[src/ide_map.svh]
// Register map, descriptor field positions and event codes for the descriptor encoder.
// Summary of operation
// - Group low two bits in 30:29, group top bit in bit 14.
// - Event code sits in bits 23:20; zero means no event.
// - A successful service request emits event code 1; failures raise other reports.
// - Code 2 only when a buffer finishes with its notify enable set; exact count.
// - Code 3 after the buffer holding the message's last octet.
// - Code 4 on transmit when padfill ends, pad count nonzero and enabled.
// - Code 5 on receive when pad fill changes from 7Eh to FFh.
// - Code 6 on receive when pad fill changes from FFh to 7Eh.
// - Code 7 on receive when a port leaves framing lost.
// - Code 8 in SS7 receive when the error monitor counts up.
// - Code 9 in SS7 receive when the error monitor counts down.
// - Code 10 in SS7 when a duplicate message is dropped, not stored.
// - Error code sits in bits 19:16; zero means no error.
// - Only buffer or message completion may carry an error; others stand alone.
`ifndef IDE_MAP_SVH
`define IDE_MAP_SVH
`define IDE_REG_CTRL      12'h000
`define IDE_REG_STAT      12'h004
`define IDE_REG_MASK      12'h008
`define IDE_REG_DESC      12'h00C
`define IDE_REG_CHMASK    12'h010
`define IDE_REG_CNT       12'h014
`define IDE_BIT_DIR       31
`define IDE_SET_HI        30
`define IDE_SET_LO        29
`define IDE_SLOT_HI       28
`define IDE_SLOT_LO       24
`define IDE_EVT_HI        23
`define IDE_EVT_LO        20
`define IDE_ERR_HI        19
`define IDE_ERR_LO        16
`define IDE_BIT_GRPMSB    14
`define IDE_CNT_HI        13
`define IDE_EVT_NONE      4'h0
`define IDE_EVT_ACK       4'h1
`define IDE_EVT_BUF       4'h2
`define IDE_EVT_MSG       4'h3
`define IDE_EVT_PAD       4'h4
`define IDE_EVT_ABTF      4'h5
`define IDE_EVT_IDLF      4'h6
`define IDE_EVT_FRAME     4'h7
`define IDE_EVT_MUP       4'h8
`define IDE_EVT_MDN       4'h9
`define IDE_EVT_DUP       4'hA
`define IDE_ERR_NONE      4'h0
`define IDE_FILL_IDLE     8'h7E
`define IDE_FILL_ABORT    8'hFF
`define IDE_NUM_EVT       10
`endif

[src/ide_pkg.sv]
// Types shared by the descriptor encoder files.
package ide_pkg;
  typedef logic [3:0] ide_code_t;
  typedef logic [31:0] ide_word_t;
  typedef enum logic [2:0] {
    IDE_IDLE = 3'h1,
    IDE_EMIT = 3'h2,
    IDE_HOLD = 3'h4
  } ide_state_e;
endpackage

[src/ide_encoder.sv]
// Interrupt descriptor encoder with APB registers and a level interrupt.
//
// Added by the designer: the register offsets and the APB interface to the registers.
`timescale 1ns/1ps
module ide_encoder #(
  parameter int NUM_CH = 32
) (
  input  wire logic        clk,
  input  wire logic        sys_rst,
  input  wire logic        psel,
  input  wire logic        penable,
  input  wire logic        pwrite,
  input  wire logic [11:0] paddr,
  input  wire logic [31:0] pwdata,
  output logic [31:0]      prdata,
  output logic             pready,
  output logic             pslverr,
  output logic             irq,
  input  wire logic        ev_valid,
  input  wire logic        ev_dir,
  input  wire logic [3:0]  ev_group,
  input  wire logic [4:0]  ev_slot,
  input  wire logic        req_done_ok,
  input  wire logic        buf_done,
  input  wire logic        buf_done_notify_enable,
  input  wire logic        msg_done,
  input  wire logic [13:0] byte_count_field,
  input  wire logic [3:0]  ev_error,
  input  wire logic        pad_done,
  input  wire logic [7:0]  pad_count,
  input  wire logic        pad_notify_enable,
  input  wire logic        fill_valid,
  input  wire logic [7:0]  fill_octet,
  input  wire logic        framing_lost,
  input  wire logic        ss7_mode,
  input  wire logic        monitor_up,
  input  wire logic        monitor_down,
  input  wire logic        dup_unit,
  output logic             dup_discard,
  output logic [31:0]      desc_word,
  output logic             desc_valid,
  input  wire logic        desc_ready
);
  `include "ide_map.svh"

  // APB decode; every access completes in its first access cycle.
  wire        acc       = psel && penable;
  wire        wr        = acc && pwrite;
  wire        rd        = acc && !pwrite;
  wire        hit_ctrl  = (paddr == `IDE_REG_CTRL);
  wire        hit_stat  = (paddr == `IDE_REG_STAT);
  wire        hit_mask  = (paddr == `IDE_REG_MASK);
  wire        hit_desc  = (paddr == `IDE_REG_DESC);
  wire        hit_chm   = (paddr == `IDE_REG_CHMASK);
  wire        hit_cnt   = (paddr == `IDE_REG_CNT);
  wire        mapped    = hit_ctrl | hit_stat | hit_mask | hit_desc | hit_chm | hit_cnt;

  logic                 enable;
  logic [31:0]          slot_mask;
  logic [15:0]          irq_stat;
  logic [15:0]          irq_mask;
  logic [15:0]          emit_cnt;
  ide_pkg::ide_word_t   next_word;
  ide_pkg::ide_state_e  state;
  logic                 frame_lost_q;
  logic                 abt_seen;
  logic                 idl_seen;

  // Fill pattern watcher sits only on receive fill octets.
  ide_fill_watch u_fill (
    .clk        (clk),
    .sys_rst    (sys_rst),
    .fill_valid (fill_valid && !ev_dir),
    .fill_octet (fill_octet),
    .to_abort   (abt_seen),
    .to_idle    (idl_seen)
  );

  // Framing lost edge tracking; the input is on our clock, so no synchroniser.
  always_ff @(posedge clk or posedge sys_rst) begin
    if (sys_rst) begin
      frame_lost_q <= 1'b0;
    end else begin
      frame_lost_q <= framing_lost;
    end
  end
  wire frame_back = frame_lost_q && !framing_lost;

  // Raw event conditions; pad and SS7 events are qualified by direction, buffer and pad done by their enables.
  wire c_ack  = req_done_ok;
  wire c_buf  = buf_done && buf_done_notify_enable;
  wire c_msg  = msg_done;
  wire c_pad  = ev_dir && pad_done && pad_notify_enable
                && (pad_count != 8'h00);
  wire c_abt  = abt_seen;
  wire c_idl  = idl_seen;
  wire c_frame = frame_back;
  wire c_mup  = ss7_mode && !ev_dir && monitor_up;
  wire c_mdn  = ss7_mode && !ev_dir && monitor_down;
  wire c_dup  = ss7_mode && !ev_dir && dup_unit;

  // Per-channel mask hides maskable events; acknowledge is never masked.
  wire slot_ok = !slot_mask[ev_slot];

  // Priority encoder: acknowledge first, then completion, then the rest.
  ide_pkg::ide_code_t code;
  always_comb begin
    code = `IDE_EVT_NONE;
    if (c_ack)                 code = `IDE_EVT_ACK;
    else if (!slot_ok)         code = `IDE_EVT_NONE;
    else if (c_buf)            code = `IDE_EVT_BUF;
    else if (c_msg)            code = `IDE_EVT_MSG;
    else if (c_pad)            code = `IDE_EVT_PAD;
    else if (c_abt)            code = `IDE_EVT_ABTF;
    else if (c_idl)            code = `IDE_EVT_IDLF;
    else if (c_frame)          code = `IDE_EVT_FRAME;
    else if (c_mup)            code = `IDE_EVT_MUP;
    else if (c_mdn)            code = `IDE_EVT_MDN;
    else if (c_dup)            code = `IDE_EVT_DUP;
  end

  // Only completion events may carry an error; others go out with error zero.
  wire       combinable = (code == `IDE_EVT_BUF) || (code == `IDE_EVT_MSG);
  wire [3:0] err_field  = combinable ? ev_error : `IDE_ERR_NONE;
  wire [13:0] cnt_field = (code == `IDE_EVT_BUF) ? byte_count_field : 14'h0000;

  // Descriptor assembly.
  always_comb begin
    next_word = 32'h0000_0000;
    next_word[`IDE_BIT_DIR]              = (code == `IDE_EVT_FRAME) ? 1'b0 : ev_dir;
    next_word[`IDE_SET_HI:`IDE_SET_LO]   = ev_group[1:0];
    next_word[`IDE_BIT_GRPMSB]           = ev_group[2];
    next_word[`IDE_SLOT_HI:`IDE_SLOT_LO] = ev_slot;
    next_word[`IDE_EVT_HI:`IDE_EVT_LO]   = code;
    next_word[`IDE_ERR_HI:`IDE_ERR_LO]   = err_field;
    next_word[`IDE_CNT_HI:0]             = cnt_field;
  end

  wire produce = enable && ev_valid && (code != `IDE_EVT_NONE);
  assign dup_discard = c_dup;

  // Descriptor handshake: a word is held until the queue logic takes it.
  always_ff @(posedge clk or posedge sys_rst) begin
    if (sys_rst) begin
      state     <= ide_pkg::IDE_IDLE;
      desc_word <= 32'h0000_0000;
    end else begin
      case (state)
        ide_pkg::IDE_IDLE: begin
          if (produce) begin
            desc_word <= next_word;
            state     <= ide_pkg::IDE_EMIT;
          end
        end
        ide_pkg::IDE_EMIT: begin
          if (desc_ready) begin
            state <= ide_pkg::IDE_IDLE;
          end
        end
        default: begin
          state <= ide_pkg::IDE_IDLE;
        end
      endcase
    end
  end
  assign desc_valid = (state == ide_pkg::IDE_EMIT);
  wire taken = desc_valid && desc_ready;

  // Sticky status per event code; a new event wins over the read clear.
  logic [15:0] ev_hit;
  always_comb begin
    ev_hit = 16'h0000;
    if (produce && state == ide_pkg::IDE_IDLE) begin
      ev_hit[code] = 1'b1;
    end
  end
  wire stat_rd = rd && hit_stat;
  // A read clears only the bits it returned; a bit set after the setup capture survives.
  wire [15:0] stat_clr = stat_rd ? prdata[15:0] : 16'h0000;
  always_ff @(posedge clk or posedge sys_rst) begin
    if (sys_rst) begin
      irq_stat <= 16'h0000;
    end else begin
      irq_stat <= (irq_stat & ~stat_clr) | ev_hit;
    end
  end
  assign irq = |(irq_stat & irq_mask);

  // Writable registers and the emitted descriptor counter.
  always_ff @(posedge clk or posedge sys_rst) begin
    if (sys_rst) begin
      enable   <= 1'b0;
      slot_mask <= 32'h0000_0000;
      irq_mask <= 16'h0000;
      emit_cnt <= 16'h0000;
    end else begin
      if (wr && hit_ctrl) enable <= pwdata[0];
      if (wr && hit_chm)  slot_mask <= pwdata;
      if (wr && hit_mask) irq_mask <= pwdata[15:0];
      if (wr && hit_cnt)  emit_cnt <= 16'h0000;
      else if (taken)     emit_cnt <= emit_cnt + 16'h0001;
    end
  end

  // Read mux, registered so data comes from flip-flops.
  logic [31:0] rd_mux;
  always_comb begin
    rd_mux = 32'h0000_0000;
    if (hit_ctrl) rd_mux = {31'h0000_0000, enable};
    if (hit_stat) rd_mux = {16'h0000, irq_stat};
    if (hit_mask) rd_mux = {16'h0000, irq_mask};
    if (hit_desc) rd_mux = desc_word;
    if (hit_chm)  rd_mux = slot_mask;
    if (hit_cnt)  rd_mux = {16'h0000, emit_cnt};
  end
  always_ff @(posedge clk or posedge sys_rst) begin
    if (sys_rst) begin
      prdata <= 32'h0000_0000;
    end else if (psel && !penable && !pwrite) begin
      prdata <= rd_mux;
    end
  end
  assign pready  = 1'b1;
  assign pslverr = acc && !mapped;

  // Codes 11 to 15 never leave the encoder.
  chk_no_reserved: assert property (@(posedge clk) disable iff (sys_rst)
    desc_valid |-> desc_word[`IDE_EVT_HI:`IDE_EVT_LO] <= `IDE_EVT_DUP)
    else $error("Reserved event code emitted.");
  chk_ack_code: assert property (@(posedge clk) disable iff (sys_rst)
    (state == ide_pkg::IDE_IDLE && enable && ev_valid && req_done_ok)
      |=> desc_valid && desc_word[`IDE_EVT_HI:`IDE_EVT_LO] == `IDE_EVT_ACK)
    else $error("Acknowledge not emitted as code 1.");
  chk_err_alone: assert property (@(posedge clk) disable iff (sys_rst)
    desc_valid && desc_word[`IDE_EVT_HI:`IDE_EVT_LO] > `IDE_EVT_MSG
      |-> desc_word[`IDE_ERR_HI:`IDE_ERR_LO] == `IDE_ERR_NONE)
    else $error("Error combined with a stand-alone event.");
  chk_buf_gate: assert property (@(posedge clk) disable iff (sys_rst)
    $rose(desc_valid) && desc_word[`IDE_EVT_HI:`IDE_EVT_LO] == `IDE_EVT_BUF
      |-> $past(buf_done_notify_enable))
    else $error("Buffer done without notify enable.");
  chk_pad_tx: assert property (@(posedge clk) disable iff (sys_rst)
    $rose(desc_valid) && desc_word[`IDE_EVT_HI:`IDE_EVT_LO] == `IDE_EVT_PAD
      |-> desc_word[`IDE_BIT_DIR] && $past(pad_count) != 8'h00)
    else $error("Padfill event on receive or zero pad count.");
  chk_ss7_rx: assert property (@(posedge clk) disable iff (sys_rst)
    $rose(desc_valid) && desc_word[`IDE_EVT_HI:`IDE_EVT_LO] == `IDE_EVT_MUP
      |-> !desc_word[`IDE_BIT_DIR] && $past(ss7_mode))
    else $error("Monitor event outside SS7 receive.");
  chk_set_split: assert property (@(posedge clk) disable iff (sys_rst)
    $rose(desc_valid) |-> desc_word[`IDE_BIT_GRPMSB] == $past(ev_group[2])
      && desc_word[`IDE_SET_HI:`IDE_SET_LO] == $past(ev_group[1:0]))
    else $error("Group number misplaced.");
  chk_hold_word: assert property (@(posedge clk) disable iff (sys_rst)
    desc_valid && !desc_ready |=> desc_valid && $stable(desc_word))
    else $error("Descriptor dropped before taken.");

  // Field view of the emitted event code for the checks below.
  wire [3:0] out_code = desc_word[`IDE_EVT_HI:`IDE_EVT_LO];

  // The slot index travels unchanged into its field.
  chk_slot_field: assert property (@(posedge clk) disable iff (sys_rst)
    $rose(desc_valid) |-> desc_word[`IDE_SLOT_HI:`IDE_SLOT_LO] == $past(ev_slot))
    else $error("Slot index misplaced.");
  // Buffer completion reports the byte count that came with it.
  chk_buf_count: assert property (@(posedge clk) disable iff (sys_rst)
    $rose(desc_valid) && out_code == `IDE_EVT_BUF
      |-> desc_word[`IDE_CNT_HI:0] == $past(byte_count_field))
    else $error("Byte count lost on buffer done.");
  // Message completion comes only from a message done pulse.
  chk_msg_src: assert property (@(posedge clk) disable iff (sys_rst)
    $rose(desc_valid) && out_code == `IDE_EVT_MSG |-> $past(msg_done))
    else $error("Message done without its pulse.");
  // Padfill end needs both the done pulse and the channel's enable.
  chk_pad_src: assert property (@(posedge clk) disable iff (sys_rst)
    $rose(desc_valid) && out_code == `IDE_EVT_PAD
      |-> $past(pad_done) && $past(pad_notify_enable))
    else $error("Padfill end without pulse or enable.");
  // A change to abort fill is reported on receive with the abort octet present.
  chk_abort_src: assert property (@(posedge clk) disable iff (sys_rst)
    $rose(desc_valid) && out_code == `IDE_EVT_ABTF
      |-> !desc_word[`IDE_BIT_DIR] && $past(fill_octet) == `IDE_FILL_ABORT)
    else $error("Abort fill change misreported.");
  // A change to idle fill is reported on receive with the idle octet present.
  chk_idle_src: assert property (@(posedge clk) disable iff (sys_rst)
    $rose(desc_valid) && out_code == `IDE_EVT_IDLF
      |-> !desc_word[`IDE_BIT_DIR] && $past(fill_octet) == `IDE_FILL_IDLE)
    else $error("Idle fill change misreported.");
  // Frame recovery follows a falling framing lost level and is always receive.
  chk_frame_rx: assert property (@(posedge clk) disable iff (sys_rst)
    $rose(desc_valid) && out_code == `IDE_EVT_FRAME
      |-> !desc_word[`IDE_BIT_DIR] && $past(frame_lost_q) && !$past(framing_lost))
    else $error("Frame recovery without a framing edge.");
  // Monitor count up needs its pulse.
  chk_mup_src: assert property (@(posedge clk) disable iff (sys_rst)
    $rose(desc_valid) && out_code == `IDE_EVT_MUP |-> $past(monitor_up))
    else $error("Monitor up without its pulse.");
  // Monitor count down is an SS7 receive event with its pulse.
  chk_mdn_rx: assert property (@(posedge clk) disable iff (sys_rst)
    $rose(desc_valid) && out_code == `IDE_EVT_MDN
      |-> !desc_word[`IDE_BIT_DIR] && $past(ss7_mode) && $past(monitor_down))
    else $error("Monitor down outside SS7 receive.");
  // A dropped duplicate is reported only while the discard strobe stood.
  chk_dup_rx: assert property (@(posedge clk) disable iff (sys_rst)
    $rose(desc_valid) && out_code == `IDE_EVT_DUP
      |-> !desc_word[`IDE_BIT_DIR] && $past(dup_discard))
    else $error("Duplicate report without a discard.");
  // Maskable events never leave a masked slot.
  chk_mask_drop: assert property (@(posedge clk) disable iff (sys_rst)
    $rose(desc_valid) && out_code > `IDE_EVT_ACK |-> !$past(slot_mask[ev_slot]))
    else $error("Masked slot reported an event.");
  // Completion events carry the error code they were given.
  chk_err_slot: assert property (@(posedge clk) disable iff (sys_rst)
    $rose(desc_valid) && (out_code == `IDE_EVT_BUF || out_code == `IDE_EVT_MSG)
      |-> desc_word[`IDE_ERR_HI:`IDE_ERR_LO] == $past(ev_error))
    else $error("Error code lost on completion.");
  // Status bits stay set until a status read takes them.
  chk_stat_sticky: assert property (@(posedge clk) disable iff (sys_rst)
    !stat_rd |=> (irq_stat & $past(irq_stat)) == $past(irq_stat))
    else $error("Status bit cleared without a read.");
endmodule

[src/ide_fill_watch.sv]
// Watches the received pad fill octet and reports changes between idle and abort.
`timescale 1ns/1ps
module ide_fill_watch (
  input  wire logic       clk,
  input  wire logic       sys_rst,
  input  wire logic       fill_valid,
  input  wire logic [7:0] fill_octet,
  output logic            to_abort,
  output logic            to_idle
);
  `include "ide_map.svh"
  logic [7:0] last_fill;
  logic       seen;
  wire        is_idle  = (fill_octet == `IDE_FILL_IDLE);
  wire        is_abort = (fill_octet == `IDE_FILL_ABORT);
  wire        was_idle = seen && (last_fill == `IDE_FILL_IDLE);
  wire        was_abt  = seen && (last_fill == `IDE_FILL_ABORT);

  // Only the two recognised fill codes update the history, so stray octets do not rearm it.
  always_ff @(posedge clk or posedge sys_rst) begin
    if (sys_rst) begin
      last_fill <= 8'h00;
      seen      <= 1'b0;
    end else if (fill_valid && (is_idle || is_abort)) begin
      last_fill <= fill_octet;
      seen      <= 1'b1;
    end
  end

  // Change pulses are combinational and last one cycle with the valid octet.
  assign to_abort = fill_valid && is_abort && was_idle;
  assign to_idle  = fill_valid && is_idle && was_abt;
endmodule

[config.mk]
export PLATFORM = sky130hd
export DESIGN_NAME = ide_encoder
export DESIGN_NICKNAME = d
export VERILOG_FILES = /design/src/ide_pkg.sv /design/src/ide_encoder.sv /design/src/ide_fill_watch.sv
export VERILOG_INCLUDE_DIRS = /design/src
export SDC_FILE = /design/constraint.sdc
export NUM_CORES = 1
export LEC_CHECK = 0
export ABC_AREA = 1
export BUFFER_PORTS_ARGS = -buffer_cell sky130_fd_sc_hd__buf_2
export CAP_MARGIN = 20
export CELL_PAD_IN_SITES_DETAIL_PLACEMENT = 1
export CELL_PAD_IN_SITES_GLOBAL_PLACEMENT = 2
export CORE_MARGIN = 3
export CORE_UTILIZATION = 29
export DETAILED_ROUTE_END_ITERATION = 6
export PLACE_DENSITY = 0.87
export SLEW_MARGIN = 5
export SYNTH_ARGS = -nofsm -noshare
export SYNTH_HDL_FRONTEND = slang
export SYNTH_HIERARCHICAL = 1
export SYNTH_SLANG_ARGS = --single-unit
[constraint.sdc]
create_clock -name clk -period 5.1 [get_ports clk]
set_clock_uncertainty 0.1 [all_clocks]
set_input_delay 0.765 -clock clk [delete_from_list [all_inputs] [get_ports clk]]
set_output_delay 0.765 -clock clk [all_outputs]
set_load 0.01 [all_outputs]
Yosys cells after proc, flatten, opt, wreduce, memory -nomap -nowiden

Index checks and enable logic that the tools add are counted.

Bits in registers: 157
Word-level logic and storage cells: 118

Add/sub/neg operators: 1
$lt $le $gt $ge: 3
Equality and inequality tests: 16
Mux-type cells: 31
Bitwise logic cells: 9
Reduce and logical (&&, ||, !) cells: 47

Operators by type and width:

| cell                                                 | count |
|---|---|
| two-way mux 32 bit                                   | 5 |
| two-way mux 16 bit                                   | 4 |
| two-way mux 4 bit                                    | 12 |
| logical AND 1 bit                                    | 33 |
| AND 16 bit                                           | 2 |
| equality test 12 x 4 -> 1 bit, second input constant | 2 |
| equality test 12 x 5 -> 1 bit, second input constant | 2 |
| adder 16 x 1 -> 16 bit, second input constant        | 1 |
| equality test 8 x 7 -> 1 bit, second input constant  | 2 |
| equality test 8 bit, second input constant           | 2 |
| inverter 16 bit                                      | 1 |
| OR 16 bit                                            | 1 |
| OR reduction 16 bit                                  | 1 |
| two-way mux 14 bit                                   | 1 |
| equality test 12 x 3 -> 1 bit, second input constant | 1 |
| logical NOT 12 bit                                   | 1 |
| equality test 4 x 2 -> 1 bit, second input constant  | 2 |
| nonzero test 8 bit                                   | 1 |
| < comparator 5 x 6 -> 1 bit, second input constant   | 1 |
| two-way mux 3 bit                                    | 2 |
| one-hot mux 3 bit (2 select lines)                   | 1 |
| binary-select mux 1 bit (select 5 bit)               | 1 |
| logical NOT 1 bit                                    | 5 |
| < comparator 4 x 5 -> 1 bit, second input constant   | 1 |
| other kinds (13)                                     | 22 |

Longest topological paths before layout

Word-level depth: 20
Depth in mapped cells: 20

By module

The synthesis kept the hierarchy.

By module, submodules not included:

| module         | instances | cells each | area an instance (um2) |
|---|---|---|---|
| ide_encoder    | 1         | 923        | 7557.2 |
| ide_fill_watch | 1         | 49         | 424.2 |

Worst setup path before layout

OpenSTA, ideal clock, no wires.

Path type: input port to output port
Start: in paddr[7]
End: out pslverr
Arrival: 1.765 ns
Path slack: 2.470 ns
Cell stages on the path: 6
Path buffers: 0
Path through: nor2_2 nand2_1 nor3_4 clkinv_1 nand4_1 nor3_1

Cells in the longest elaborated chain, start to end: 8
Elaborated cells between the ends (all ways): 13
Those cells by class: 5 x eq/ne; 5 x bitwise; 3 x reduce/logical

RTL lines:

| element                                                                                     | line               | text |
|---|---|---|
| start: declaration                                                                          | ide_encoder.sv:13  | `input wire logic [11:0] paddr,` |
| equality test 12 x 3 -> 1 bit (no source line) / logical NOT 12 bit (equally long branches) | -                  |  |
| OR 1 bit (4 in a row)                                                                       | ide_encoder.sv:56  | `wire mapped = hit_ctrl \| hit_stat \| hit_mask \| hit_desc \| hit_chm \| hit_cnt;` |
| OR 1 bit *                                                                                  | ide_encoder.sv:56  |  |
| logical NOT 1 bit *                                                                         | ide_encoder.sv:224 | `assign pslverr = acc && !mapped;` |
| logical AND 1 bit *                                                                         | ide_encoder.sv:224 |  |
| end: declaration                                                                            | ide_encoder.sv:17  | `output logic pslverr,` |

Mark *: on every way between the ends. The rest lies on a longest branch, timed or not.

Worst setup path after layout

Ends and elaborated chain as after synthesis.

==> key figures <==
Run status
  • Status: finished clean

Routing
  • Final WL: 27.5 mm
  • Metal-1 WL: 12.6 mm
  • Routed vias: 7347
  • Met3 WL: 1.61 mm
  • DR top layer: met4
  • DRC: 0
  • Vias per inst: 4.93
  • Met2 WL post-DR: 12.7 mm
  • Wire length per cell: 18.5 um
  • DR pass1 iterations: 5
  • Antenna Nets Post-Route: 0
  • Drt first-iter violations: 439

Power and ir drop
  • Pwr Total: 2700 uW
  • Power density over the cells: 279 nW/um2
  • Max VDD drop: 0.000200 V
  • Lkg Pwr: 0.00506 uW

Placement
  • IO buf count: 172
  • HPWL after detailed placement: 21.0 mm
  • GP Congestion: 0.874

Finish
  • Commonest non-fill, non-tap cell in the layout: nand2_1
  • Area of the multi-input gates: 3310 um2
  • Reg area: 3910 um2
  • Share of cells above drive strength 1: 25.4%
  • Filler Cell Count: 3275
  • Area Overhead vs Synth: 21.5%
  • Most frequent cells in the layout: nand2_1, buf_2, dfrtp_1
  • Layout net count: 1242

Clock network
  • CTS max path bufs: 2
  • Hold_buf cts: 0
  • Clk slew on worst S/H paths: 0.06 ns
  • CTS resizes: 0
  • Clk Latency, worst-skew pair: 0.43 ns
  • Cts bufs inserted: 17
  • Post-CTS setup repair buffer count: 0
  • Root buffer cell: clkbuf_16
  • # clock sinks: 156
  • H-tree levels: 4
  • CTS tree: done

Synth
  • YS warnings: 6
  • Cell area after synthesis: 7980 um2
  • Top-area cell type share of the netlist area: 48.6%
  • Yosys top cell by area: dfrtp_1
  • Post-synthesis sequential area ratio: 48.9%
  • Ranking of synthesized cells by area: dfrtp_1, nand2_1, inv_1
  • Asr flop ratio synth: 100%
  • Post-synth EDFFs: 0
  • Mapped Cells: 972
  • Cell variety after synth: 43
  • Syn nets: 1080
  • Synth Area per Inst: 8.21 um2
  • Seq cells post-synth: 156
  • Synth Flop Type: dfrtp_1

Worst setup path
  • Crit path required time: 4.24 ns
  • CP Capture Type: output pin
  • Reg2reg start: u_fill/last_fill[3]$_DFFE_PP0P_
  • Crit path max fanout: 10
  • Critical path launch point type: input port
  • WP data arrival: 2.47 ns
  • CP Class: input port to output pin
  • R2r endpoint: irq_stat[3]$_DFF_PP0_
  • R2R Setup Slk: 2.72 ns
  • Reg2Reg Depth: 14

Timing
  • Crit share post-route: 65.3%
  • Setup TNS: 0 ns
  • Final Hold Fails: 0
  • Max Clock Freq: 300 MHz
  • Min Tclk post-route: 3.33 ns
  • Fin Hold WS: 0.238 ns
  • Fin. max-slew vios: 0
  • # setup viols final: 0
  • Slew of the pin with the lowest slew margin: 0.918 ns
  • RSZ-0062 raised after global routing: no
  • Slew headroom: 38.7%

Global route
  • Global-route wire length before repair: 42.2 mm
  • GRT overflow: 0
  • Largest net degree at the start of global routing: 73
  • Vias in the first global route: 7469
  • Initial antenna violation count: 2
  • GRT Resource Usage Total: 18.6%

Die
  • Die ar.: 29500 um2
  • IO Count: 176
  • Row count: 60
  • Starting density of the core: 29.5%
  • Core area: 27000 um2
  • Chip height: 172 um
  • Die Wd: 172 um

Run
  • Max cap viols: 0

Hold path
  • Hold Crit Class: input port to asynchronous set/reset pin
==> registers in the layout, indices dropped and copies added (netlist names) <==
register	flops
u_fill/last_fill	8
emit_cnt	16
frame_lost_q	1
slot_mask	32
prdata	32
desc_word	31
irq_mask	16
enable	1
irq_stat	16
state	2
u_fill/seen	1
==> stage by stage <==
| stage | worst slack [ns] | instance area [um2] | util, % | instances |
|---|---|---|---|---|
| after floorplan | 0.285 | 7980 | - | 972 |
| after global placement | 1.82 | 9090 | 33.6 | 1455 |
| after detailed placement | 1.80 | 9090 | 33.6 | 1455 |
| after CTS | 1.80 | 9680 | 35.8 | 1487 |
| after global routing | 1.65 | 9700 | 35.9 | 1489 |
| final | 1.77 | 9700 | 35.9 | 1489 |
==> report_power, final <==
part | total (uW) | internal [uW] | switching [uW]
logic | 165 | 53.8 | 111
registers | 1250 | 1240 | 4.27
clock network | 1290 | 737 | 554
total | 2700 | 2030 | 669
==> cells in the mapped netlist (all sizes together) (2+ instances only) <==
master,count
nand3b,7
dfrtp,155
clkinv,2
nor3,20
nor2,50
conb,2
a22o,16
buf,14
nand2,282
a21oi,26
nor4,3
clkbuf,24
o211ai,12
inv,136
o22ai,12
mux2,16
o21ai,94
nand4,22
nand3,68
a221oi,5
==> cell type report <==
class	instances	share of cell area, %
Antenna cell	1	0.0258
Timing Repair Buffer	181	9.65
Clock inverter	13	1.47
Tap cell	341	4.40
Multi-Input combinational cell	640	34.1
Clock buffer	19	4.57
Sequential cell	156	40.3
Inverter	138	5.47
==> worst max-delay path by stage <==
stage | to | slack (ns) | startpoint | depth (start not counted)
after CTS | pslverr | 1.80 | paddr[7] | 8
after detailed placement | pslverr | 1.80 | paddr[7] | 8
after global routing | pslverr | 1.65 | paddr[4] | 8
after global placement | pslverr | 1.82 | paddr[7] | 8
final | pslverr | 1.77 | paddr[7] | 8
after floorplan | desc_word[0]$_DFFE_PP0P_ | 0.29 | sys_rst | 1
==> worst max-delay path: stages <==
cell	delay, ns
buf_2	0.10
nor2_2	0.19
nand2_1	0.16
nor3_4	0.42
clkinv_1	0.41
nand4_1	0.18
nor3_1	0.06
buf_2	0.16
==> layer usage <==
metal	GRT usage, %	up-vias
li1	-	3484
met1	25.7	3623
met2	30.1	212
met3	2.95	28
met4	5.66	0
met5	0	-
==> cell families (layout without fill, tap and decap cells) <==
kind of cell,after synthesis,after routing,synth area share (%)
flops,156,156,48.9
mux,16,16,2.26
simple gates,453,453,26.6
xor+xnor,1,1,0.110
fa+ha+maj,1,1,0.157
other cells,2,3,0.0941
compound gates,167,167,12.2
buf+inv,176,351,9.67
Note: power is estimated with default switching activity, not from simulation.
